### config.mk
export PLATFORM = sky130hd
export DESIGN_NAME = rtc_time_calendar
export DESIGN_NICKNAME = d
export VERILOG_FILES = /design/src/rtc_pkg.sv /design/src/rtc_time_calendar.sv
export SDC_FILE = /design/constraint.sdc
export NUM_CORES = 1
export LEC_CHECK = 0
export ABC_AREA = 1
export BUFFER_PORTS_ARGS = -buffer_cell sky130_fd_sc_hd__buf_2
export CORE_MARGIN = 2
export CORE_UTILIZATION = 30
export CTS_BUF_LIST = sky130_fd_sc_hd__clkbuf_8 sky130_fd_sc_hd__clkbuf_16
export DETAILED_ROUTE_END_ITERATION = 8
export GPL_TIMING_DRIVEN = 1
export HOLD_SLACK_MARGIN = 0.06
export PLACE_DENSITY_LB_ADDON = 0.08
export SYNTH_ARGS = -nofsm -noshare
export SYNTH_HDL_FRONTEND = slang
export SYNTH_SLANG_ARGS = --single-unit
### constraint.sdc
create_clock -name clk_i -period 2.1 [get_ports clk_i]
set_input_delay 0.42 -clock clk_i [delete_from_list [all_inputs] [get_ports clk_i]]
set_output_delay 0.42 -clock clk_i [all_outputs]
set_load 0.02 [all_outputs]
### src/rtc_pkg.sv
// rtc_pkg: register indices, field positions, reset values and bus codes of
// the time and calendar counter block.
// assumes a 32-bit AXI4-Lite register bus; byte address is four times an index.
package rtc_pkg;
    localparam int          ADDR_W        = 6;
    localparam int          IDX_LSB       = 2;
    // register indices (word slots)
    localparam logic [3:0]  IDX_CTRL      = 4'h0;
    localparam logic [3:0]  IDX_SECONDS   = 4'h3;
    localparam logic [3:0]  IDX_MINUTES   = 4'h4;
    localparam logic [3:0]  IDX_HOURS     = 4'h5;
    localparam logic [3:0]  IDX_DAY       = 4'h6;
    localparam logic [3:0]  IDX_WEEKDAY   = 4'h7;
    localparam logic [3:0]  IDX_MONTH     = 4'h8;
    localparam logic [3:0]  IDX_YEAR      = 4'h9;
    // field positions
    localparam int          OS_BIT        = 7;
    localparam int          MERIDIEM_BIT  = 5;
    localparam int          CTRL_FMT_BIT  = 0;
    localparam int          CTRL_HOLD_BIT = 1;
    localparam int          CTRL_RUN_BIT  = 2;
    // reset values
    localparam logic [6:0]  SEC_RST       = 7'h00;
    localparam logic [6:0]  MIN_RST       = 7'h00;
    localparam logic [5:0]  HOUR_RST      = 6'h00;
    localparam logic [5:0]  DAY_RST       = 6'h01;
    localparam logic [2:0]  WDAY_RST      = 3'h0;
    localparam logic [4:0]  MON_RST       = 5'h01;
    localparam logic [7:0]  YEAR_RST      = 8'h00;
    // counter limits in BCD
    localparam logic [6:0]  SEC_LAST      = 7'h59;
    localparam logic [6:0]  MIN_LAST      = 7'h59;
    localparam logic [5:0]  HOUR24_LAST   = 6'h23;
    localparam logic [4:0]  HOUR12_TOP    = 5'h12;
    localparam logic [4:0]  HOUR12_ELEVEN = 5'h11;
    localparam logic [4:0]  HOUR12_FIRST  = 5'h01;
    localparam logic [2:0]  WDAY_LAST     = 3'h6;
    localparam logic [4:0]  MON_FEB       = 5'h02;
    localparam logic [4:0]  MON_DEC       = 5'h12;
    // bus response codes
    localparam logic [1:0]  RESP_OKAY     = 2'h0;
    localparam logic [1:0]  RESP_SLVERR   = 2'h2;
endpackage : rtc_pkg

### src/rtc_time_calendar.sv
// rtc_time_calendar: BCD time and calendar counters with oscillator-stop flag,
// AXI4-Lite register slave and access freeze with one held-back tick.
// assumes tick_1hz_i and osc_running_i come from the oscillator domain.
//
// Functional notes
// - bit 7 of seconds flags oscillator stop; 1 means time untrustworthy.
// - flag sets whenever oscillator stops, stays until host write clears it.
// - clearing the flag is ignored while the oscillator is not running.
// - flag forced to 1 at reset; oscillator counts stopped until stable.
// - seconds BCD: tens 0-5 in bits 6-4, units 0-9 in bits 3-0.
// - minutes BCD: tens 0-5 in bits 6-4, units bits 3-0, top unused.
// - 12-hour: bit 5 meridiem, bit 4 tens, bits 3-0 units.
// - 24-hour: bits 5-4 tens 0-2, bits 3-0 units, bits 7-6 unused.
// - a control bit selects 12-hour or 24-hour hours encoding.
// - day BCD: tens 0-3 in bits 5-4, units bits 3-0.
// - February has day 29 when year value divisible by 4, 00 included.
// - weekday is 3 bits, values 0 to 6, meaning reassignable.
// - month BCD: tens bit 4, units bits 3-0, January 01 to December 12.
// - year BCD: tens bits 7-4, units bits 3-0.
// - time chain advances on a 1 Hz tick from the oscillator.
// - counters frozen while a host access is in progress.
// - one tick arriving while frozen is held and applied on release.
//
// Our own choice: register access over AXI4-Lite.
`timescale 1ns/1ns
module rtc_time_calendar (
    input  wire logic                      clk_i,
    input  wire logic                      srst_i,
    input  wire logic                      tick_1hz_i,
    input  wire logic                      osc_running_i,
    input  wire logic [rtc_pkg::ADDR_W-1:0] s_axi_awaddr,
    input  wire logic                      s_axi_awvalid,
    output logic                           s_axi_awready,
    input  wire logic [31:0]               s_axi_wdata,
    input  wire logic [3:0]                s_axi_wstrb,
    input  wire logic                      s_axi_wvalid,
    output logic                           s_axi_wready,
    output logic [1:0]                     s_axi_bresp,
    output logic                           s_axi_bvalid,
    input  wire logic                      s_axi_bready,
    input  wire logic [rtc_pkg::ADDR_W-1:0] s_axi_araddr,
    input  wire logic                      s_axi_arvalid,
    output logic                           s_axi_arready,
    output logic [31:0]                    s_axi_rdata,
    output logic [1:0]                     s_axi_rresp,
    output logic                           s_axi_rvalid,
    input  wire logic                      s_axi_rready
);
    typedef struct packed {
        logic       tick_s1;
        logic       tick_s2;
        logic       tick_s3;
        logic       osc_s1;
        logic       osc_s2;
        logic       os_flag;
        logic [6:0] sec;
        logic [6:0] min;
        logic [5:0] hour;
        logic [5:0] day;
        logic [2:0] wday;
        logic [4:0] mon;
        logic [7:0] year;
        logic       fmt_12h;
        logic       hold;
        logic       pend;
        logic       aw_got;
        logic [3:0] aw_idx;
        logic       w_got;
        logic [7:0] w_byte;
        logic       w_lane0;
        logic       bvalid;
        logic [1:0] bresp;
        logic       rvalid;
        logic [7:0] rdata;
        logic [1:0] rresp;
    } rtc_state_t;

    rtc_state_t st_q;
    rtc_state_t st_d;

    logic       tick_edge;
    logic       freeze;
    logic       apply;
    logic       do_write;
    logic       leap;
    logic       hour_last;
    logic       c_min;
    logic       c_hour;
    logic       c_day;
    logic       c_mon;
    logic       c_year;
    logic [5:0] dim;

    function automatic logic [7:0] bcd_inc(input logic [7:0] v);
        if (v[3:0] == 4'h9) begin
            bcd_inc = {4'(v[7:4] + 4'h1), 4'h0};
        end else begin
            bcd_inc = {v[7:4], 4'(v[3:0] + 4'h1)};
        end
    endfunction : bcd_inc

    function automatic logic [7:0] read_reg(input logic [3:0] idx, input rtc_state_t s);
        case (idx)
            rtc_pkg::IDX_CTRL:    read_reg = {5'h00, s.osc_s2, s.hold, s.fmt_12h};
            rtc_pkg::IDX_SECONDS: read_reg = {s.os_flag, s.sec};
            rtc_pkg::IDX_MINUTES: read_reg = {1'b0, s.min};
            rtc_pkg::IDX_HOURS:   read_reg = {2'b00, s.hour};
            rtc_pkg::IDX_DAY:     read_reg = {2'b00, s.day};
            rtc_pkg::IDX_WEEKDAY: read_reg = {5'h00, s.wday};
            rtc_pkg::IDX_MONTH:   read_reg = {3'h0, s.mon};
            rtc_pkg::IDX_YEAR:    read_reg = s.year;
            default:              read_reg = 8'h00;
        endcase
    endfunction : read_reg

    function automatic logic mapped(input logic [3:0] idx);
        mapped = (idx == rtc_pkg::IDX_CTRL) ||
                 ((idx >= rtc_pkg::IDX_SECONDS) && (idx <= rtc_pkg::IDX_YEAR));
    endfunction : mapped

    // ready terms are combinational; a pending response blocks new requests on its own channel (bvalid writes, rvalid reads)
    assign s_axi_awready = !st_q.aw_got && !st_q.bvalid;
    assign s_axi_wready  = !st_q.w_got && !st_q.bvalid;
    assign s_axi_arready = !st_q.rvalid;
    assign s_axi_bvalid  = st_q.bvalid;
    assign s_axi_bresp   = st_q.bresp;
    assign s_axi_rvalid  = st_q.rvalid;
    assign s_axi_rresp   = st_q.rresp;
    assign s_axi_rdata   = {24'h000000, st_q.rdata};

    assign do_write  = st_q.aw_got && st_q.w_got;
    assign tick_edge = st_q.tick_s2 && !st_q.tick_s3;
    // any bus activity or the software hold bit blocks counting
    assign freeze    = st_q.hold || s_axi_awvalid || s_axi_wvalid || s_axi_arvalid ||
                       st_q.aw_got || st_q.w_got || st_q.bvalid || st_q.rvalid;
    assign apply     = (tick_edge || st_q.pend) && !freeze;

    // year divisible by 4 in BCD: even tens with 0/4/8, odd tens with 2/6
    assign leap = st_q.year[4] ? ((st_q.year[3:0] == 4'h2) || (st_q.year[3:0] == 4'h6))
                               : ((st_q.year[3:0] == 4'h0) || (st_q.year[3:0] == 4'h4) ||
                                  (st_q.year[3:0] == 4'h8));

    always_comb begin
        case (st_q.mon)
            rtc_pkg::MON_FEB:           dim = leap ? 6'h29 : 6'h28;
            5'h04, 5'h06, 5'h09, 5'h11: dim = 6'h30;
            default:                    dim = 6'h31;
        endcase
    end

    assign hour_last = st_q.fmt_12h ? (st_q.hour[4:0] == rtc_pkg::HOUR12_ELEVEN &&
                                       st_q.hour[rtc_pkg::MERIDIEM_BIT])
                                    : (st_q.hour == rtc_pkg::HOUR24_LAST);
    assign c_min  = apply && (st_q.sec == rtc_pkg::SEC_LAST);
    assign c_hour = c_min && (st_q.min == rtc_pkg::MIN_LAST);
    assign c_day  = c_hour && hour_last;
    assign c_mon  = c_day && (st_q.day == dim);
    assign c_year = c_mon && (st_q.mon == rtc_pkg::MON_DEC);

    always_comb begin
        st_d = st_q;
        // two-flop synchronisers; stage three only serves the edge detector
        st_d.tick_s1 = tick_1hz_i;
        st_d.tick_s2 = st_q.tick_s1;
        st_d.tick_s3 = st_q.tick_s2;
        st_d.osc_s1  = osc_running_i;
        st_d.osc_s2  = st_q.osc_s1;

        if (s_axi_awvalid && s_axi_awready) begin
            st_d.aw_got = 1'b1;
            st_d.aw_idx = s_axi_awaddr[rtc_pkg::ADDR_W-1:rtc_pkg::IDX_LSB];
        end
        if (s_axi_wvalid && s_axi_wready) begin
            st_d.w_got   = 1'b1;
            st_d.w_byte  = s_axi_wdata[7:0];
            st_d.w_lane0 = s_axi_wstrb[0];
        end
        if (st_q.bvalid && s_axi_bready) begin
            st_d.bvalid = 1'b0;
        end
        if (do_write) begin
            st_d.aw_got = 1'b0;
            st_d.w_got  = 1'b0;
            st_d.bvalid = 1'b1;
            st_d.bresp  = mapped(st_q.aw_idx) ? rtc_pkg::RESP_OKAY : rtc_pkg::RESP_SLVERR;
            if (st_q.w_lane0) begin
                case (st_q.aw_idx)
                    rtc_pkg::IDX_CTRL: begin
                        st_d.fmt_12h = st_q.w_byte[rtc_pkg::CTRL_FMT_BIT];
                        st_d.hold    = st_q.w_byte[rtc_pkg::CTRL_HOLD_BIT];
                    end
                    rtc_pkg::IDX_SECONDS: begin
                        st_d.os_flag = st_q.w_byte[rtc_pkg::OS_BIT];
                        st_d.sec     = st_q.w_byte[6:0];
                    end
                    rtc_pkg::IDX_MINUTES: st_d.min  = st_q.w_byte[6:0];
                    rtc_pkg::IDX_HOURS:   st_d.hour = st_q.w_byte[5:0];
                    rtc_pkg::IDX_DAY:     st_d.day  = st_q.w_byte[5:0];
                    rtc_pkg::IDX_WEEKDAY: st_d.wday = st_q.w_byte[2:0];
                    rtc_pkg::IDX_MONTH:   st_d.mon  = st_q.w_byte[4:0];
                    rtc_pkg::IDX_YEAR:    st_d.year = st_q.w_byte;
                    default: begin
                    end
                endcase
            end
        end

        if (st_q.rvalid && s_axi_rready) begin
            st_d.rvalid = 1'b0;
        end
        if (s_axi_arvalid && s_axi_arready) begin
            st_d.rvalid = 1'b1;
            st_d.rdata  = read_reg(s_axi_araddr[rtc_pkg::ADDR_W-1:rtc_pkg::IDX_LSB], st_q);
            st_d.rresp  = mapped(s_axi_araddr[rtc_pkg::ADDR_W-1:rtc_pkg::IDX_LSB]) ?
                          rtc_pkg::RESP_OKAY : rtc_pkg::RESP_SLVERR;
        end

        // a tick during a freeze is held; at release with a fresh tick the
        // held one is applied now and the fresh one stays held
        if (freeze) begin
            st_d.pend = st_q.pend || tick_edge;
        end else begin
            st_d.pend = st_q.pend && tick_edge;
        end

        if (apply) begin
            st_d.sec = (st_q.sec == rtc_pkg::SEC_LAST) ? 7'h00 : 7'(bcd_inc({1'b0, st_q.sec}));
        end
        if (c_min) begin
            st_d.min = (st_q.min == rtc_pkg::MIN_LAST) ? 7'h00 : 7'(bcd_inc({1'b0, st_q.min}));
        end
        if (c_hour) begin
            if (st_q.fmt_12h) begin
                if (st_q.hour[4:0] == rtc_pkg::HOUR12_TOP) begin
                    st_d.hour[4:0] = rtc_pkg::HOUR12_FIRST;
                end else if (st_q.hour[4:0] == rtc_pkg::HOUR12_ELEVEN) begin
                    st_d.hour[4:0] = rtc_pkg::HOUR12_TOP;
                    st_d.hour[rtc_pkg::MERIDIEM_BIT] = !st_q.hour[rtc_pkg::MERIDIEM_BIT];
                end else begin
                    st_d.hour[4:0] = 5'(bcd_inc({3'h0, st_q.hour[4:0]}));
                end
            end else begin
                st_d.hour = hour_last ? 6'h00 : 6'(bcd_inc({2'b00, st_q.hour}));
            end
        end
        if (c_day) begin
            st_d.day  = (st_q.day == dim) ? 6'h01 : 6'(bcd_inc({2'b00, st_q.day}));
            st_d.wday = (st_q.wday == rtc_pkg::WDAY_LAST) ? 3'h0 : 3'(st_q.wday + 3'h1);
        end
        if (c_mon) begin
            st_d.mon = c_year ? 5'h01 : 5'(bcd_inc({3'h0, st_q.mon}));
        end
        if (c_year) begin
            st_d.year = (st_q.year == 8'h99) ? 8'h00 : bcd_inc(st_q.year);
        end

        // stop detection beats a host clear in the same cycle
        if (!st_q.osc_s2) begin
            st_d.os_flag = 1'b1;
        end
    end

    always_ff @(posedge clk_i) begin
        if (srst_i) begin
            st_q         <= '0;
            st_q.os_flag <= 1'b1;
            st_q.sec     <= rtc_pkg::SEC_RST;
            st_q.min     <= rtc_pkg::MIN_RST;
            st_q.hour    <= rtc_pkg::HOUR_RST;
            st_q.day     <= rtc_pkg::DAY_RST;
            st_q.wday    <= rtc_pkg::WDAY_RST;
            st_q.mon     <= rtc_pkg::MON_RST;
            st_q.year    <= rtc_pkg::YEAR_RST;
        end else begin
            st_q <= st_d;
        end
    end
endmodule : rtc_time_calendar

==> impl_metrics.toml <==
[clocking]
clk_path_buf_depth = 2
cts_buffers = 9
insertion_delay_ns = 0.34
cts_hold_buffers = 0
cts.htree.levels = 3
cts.reportedPaths.clkPinSlew_ns = 0.06
cts.sinks = 78
cts_tree = "built"
clock-root-buffer = "clkbuf_16"

[worst_setup_path]
crit_path_start_kind = "register"
end_kind = "register"
setup.worst_path.class = "register to register"
cp.arrival_ns = 2.16
required_ns = 2.34
cp_max_fo = 8

[grt]
grt_max_degree = 55
grt_antenna_before_repair = 0
grt-ovfl-total = 0
grt_usage_pct = 18.0
grt_pass1_wl_um = 24500
grt_pass1_vias = 4520

[synth]
synth_edf_count = 0
synth_area_sq_mm = 0.00494
synth-compound-area-share_pct = 19.3
yosys.area.top_type = "dfxtp_1"
synth_seq_cells = 78
synth_common_cells = "nand2_1 (125), inv_1 (101), nor2_1 (92)"
synth.area.top_cells = "dfxtp_1 (32%), nand2_1 (9.5%), inv_1 (7.7%), nor2_1 (7.0%), o21ai_0 (6.8%)"
synth-xor-area-share_pct = 2.13
ys_seq_area_share_pct = 31.6
synth.area.mux_share_pct = 0
synth_top_family_by_area = "simple AND/OR/NAND/NOR gates"
synth.most_common_cell = "nand2_1"
synthArstFlopShare_pct = 0
synth_warnings = 0
yosys.area_share.adder_pct = 3.29
synthSimpleGateAreaFrac_pct = 28.9
ys_types = 45
synth_top_area_share_pct = 31.6
syn_inst = 730
synthFlopType = "dfxtp_1"
syn_area_per_cell_sq_um = 6.77

[final_layout]
drive_gt1_share_pct = 18.1
nets = 864
synthToLayoutAreaGrowth_pct = 18.9
n_antenna_cell = 0
fin_area_sq_mm = 0.00588
fin_util_pct = 36.8

[route]
routed_wl_um = 15600
drc_errors = 0
wl_per_cell_um = 15.3
drtIter0Drc = 316
ant_nets = 0
via_count = 4823
viasPerCell = 4.75
dr.pass1.iters = 5

[min_path]
min_path_type = "input pin to register"

[sta]
period_minus_slack_ns = 1.92
skew_ns = 0.00415
grt_setup_unrepaired = "yes"
fmax_mhz = 521
setup_ws_ns = 0.182
finalMaxSlewViolations = 0
period_share_pct = 91.3
hold_viol_final = 0
holdWs_ns = 0.272
setup_viol = 0

[floorplan]
fp.dieW_um = 132
die_h_um = 132
core_sq_mm = 0.0160
std_cell_rows = 46
die-area_sq_mm = 0.0175
io_pins = 98
initial_core_util_pct = 30.9

[placement]
dp_slack_ns = 0.0357
postPlaceCellArea_sq_mm = 0.00540
place_congestion = 0.853
dp_hpwl_um = 12000
io_buffers = 40

[status]
status = "finished, final reports clean"

[flow_run]
max_cap_viol_count = 0

[power_and_ir_drop]
ir_worst_vdd_v = 0.000375
power.leakage_nw = 2.55
p_per_area_mw_per_mm2 = 611
power_mw = 3.60
[cell type report]
type	count	area, sq um
fillers	1779	10100
multi-input cells	523	2830
flip-flops and latches	78	1570
repair buffers	74	484
inverters	108	405
well taps	216	270
clock buffers	9	225
clock inverters	7	97.6
[report_power, final]
part / switching, mW / total [mW] / internal [mW] / leakage (nW)
clock: 0.679 / 1.72 / 1.05 / 0.152
sequential: 0.0354 / 1.56 / 1.52 / 0.636
combinational: 0.224 / 0.314 / 0.0893 / 1.77
total: 0.939 / 3.60 / 2.66 / 2.55
[placed cells by master (no fill, tap or decap), drive strengths merged, types with 3 or more instances in the layout]
cell type / synthesis / layout
nand4: 12 / 13
nor2: 104 / 104
nand3: 42 / 42
buf: 38 / 74
o31ai: 4 / 4
conb: 1 / 26
o211ai: 6 / 6
o22ai: 8 / 8
xor2: 10 / 10
a211oi: 4 / 4
o21bai: 5 / 5
nor3: 12 / 12
a21oi: 41 / 41
a31oi: 12 / 12
nand2: 133 / 133
clkinv: 1 / 3
clkbuf: 9 / 9
inv: 107 / 108
o311ai: 3 / 3
dfxtp: 78 / 78
ha: 13 / 13
o21ai: 73 / 73
[critical path: stages (launching register included)]
cell	delay, ns
dfxtp_2	0.34
inv_2	0.09
ha_4	0.15
nand3_4	0.09
nor2_4	0.15
nand4_4	0.13
nor2_4	0.26
inv_2	0.08
nor2_4	0.14
nand3_2	0.10
nand2_4	0.13
nand2_1	0.06
nand2_1	0.05
nor2_1	0.04
[repair_timing]
action	4_1_cts	5_1_grt
endpoints found under the setup margin	0	18
gates resized for setup	0	22
buffers inserted	0	7
[final timing paths]
path	from	end	slack [ns]	cells after the start
worst max-delay path	st_q[68]$_SDFFE_PP0P_	st_q[36]$_SDFFE_PP0P_	0.18	13
worst min-delay path	tick_1hz_i	st_d[78]$_SDFF_PP0_	0.27	3
worst max register to register	st_q[68]$_SDFFE_PP0P_	st_q[36]$_SDFFE_PP0P_	0.18	13
worst min register to register	st_d[78]$_SDFF_PP0_	st_d[77]$_SDFF_PP0_	0.41	2
[flip-flops by register name, summed over array words and instances, names as in the netlist]
name / count
st_q: 63
s_axi_rdata: 8
st_d: 3
s_axi_bresp: 1
s_axi_bvalid: 1
s_axi_rresp: 1
s_axi_rvalid: 1
[per-layer routing]
metal  vias to the layer above  track usage (%)  part of all wire (%)
met5                         -                0                     0
met4                         0             5.62                   1.7
met3                        16             2.46                   4.3
met2                       132             28.9                    45
met1                      2205             24.9                    49
li1                       2470                -                     -
[kinds of logic after synthesis]
logic type | after synthesis
flip-flops | 78
AND/OR/NAND/NOR | 306
buffers and inverters | 155
adder cells (fa/ha/maj) | 13
AO/OA/AOI/OAI | 165
other | 1
XOR/XNOR | 12
[through the flow]
| step | cells | setup TNS (ns) |
|---|---|---|
| floorplan | 755 | 0 |
| global placement | 991 | 0 |
| detailed placement | 991 | 0 |
| CTS | 1007 | 0 |
| global route | 1015 | -0.0267 |
| finish | 1015 | 0 |
Note: power is estimated with default switching activity, not from simulation.
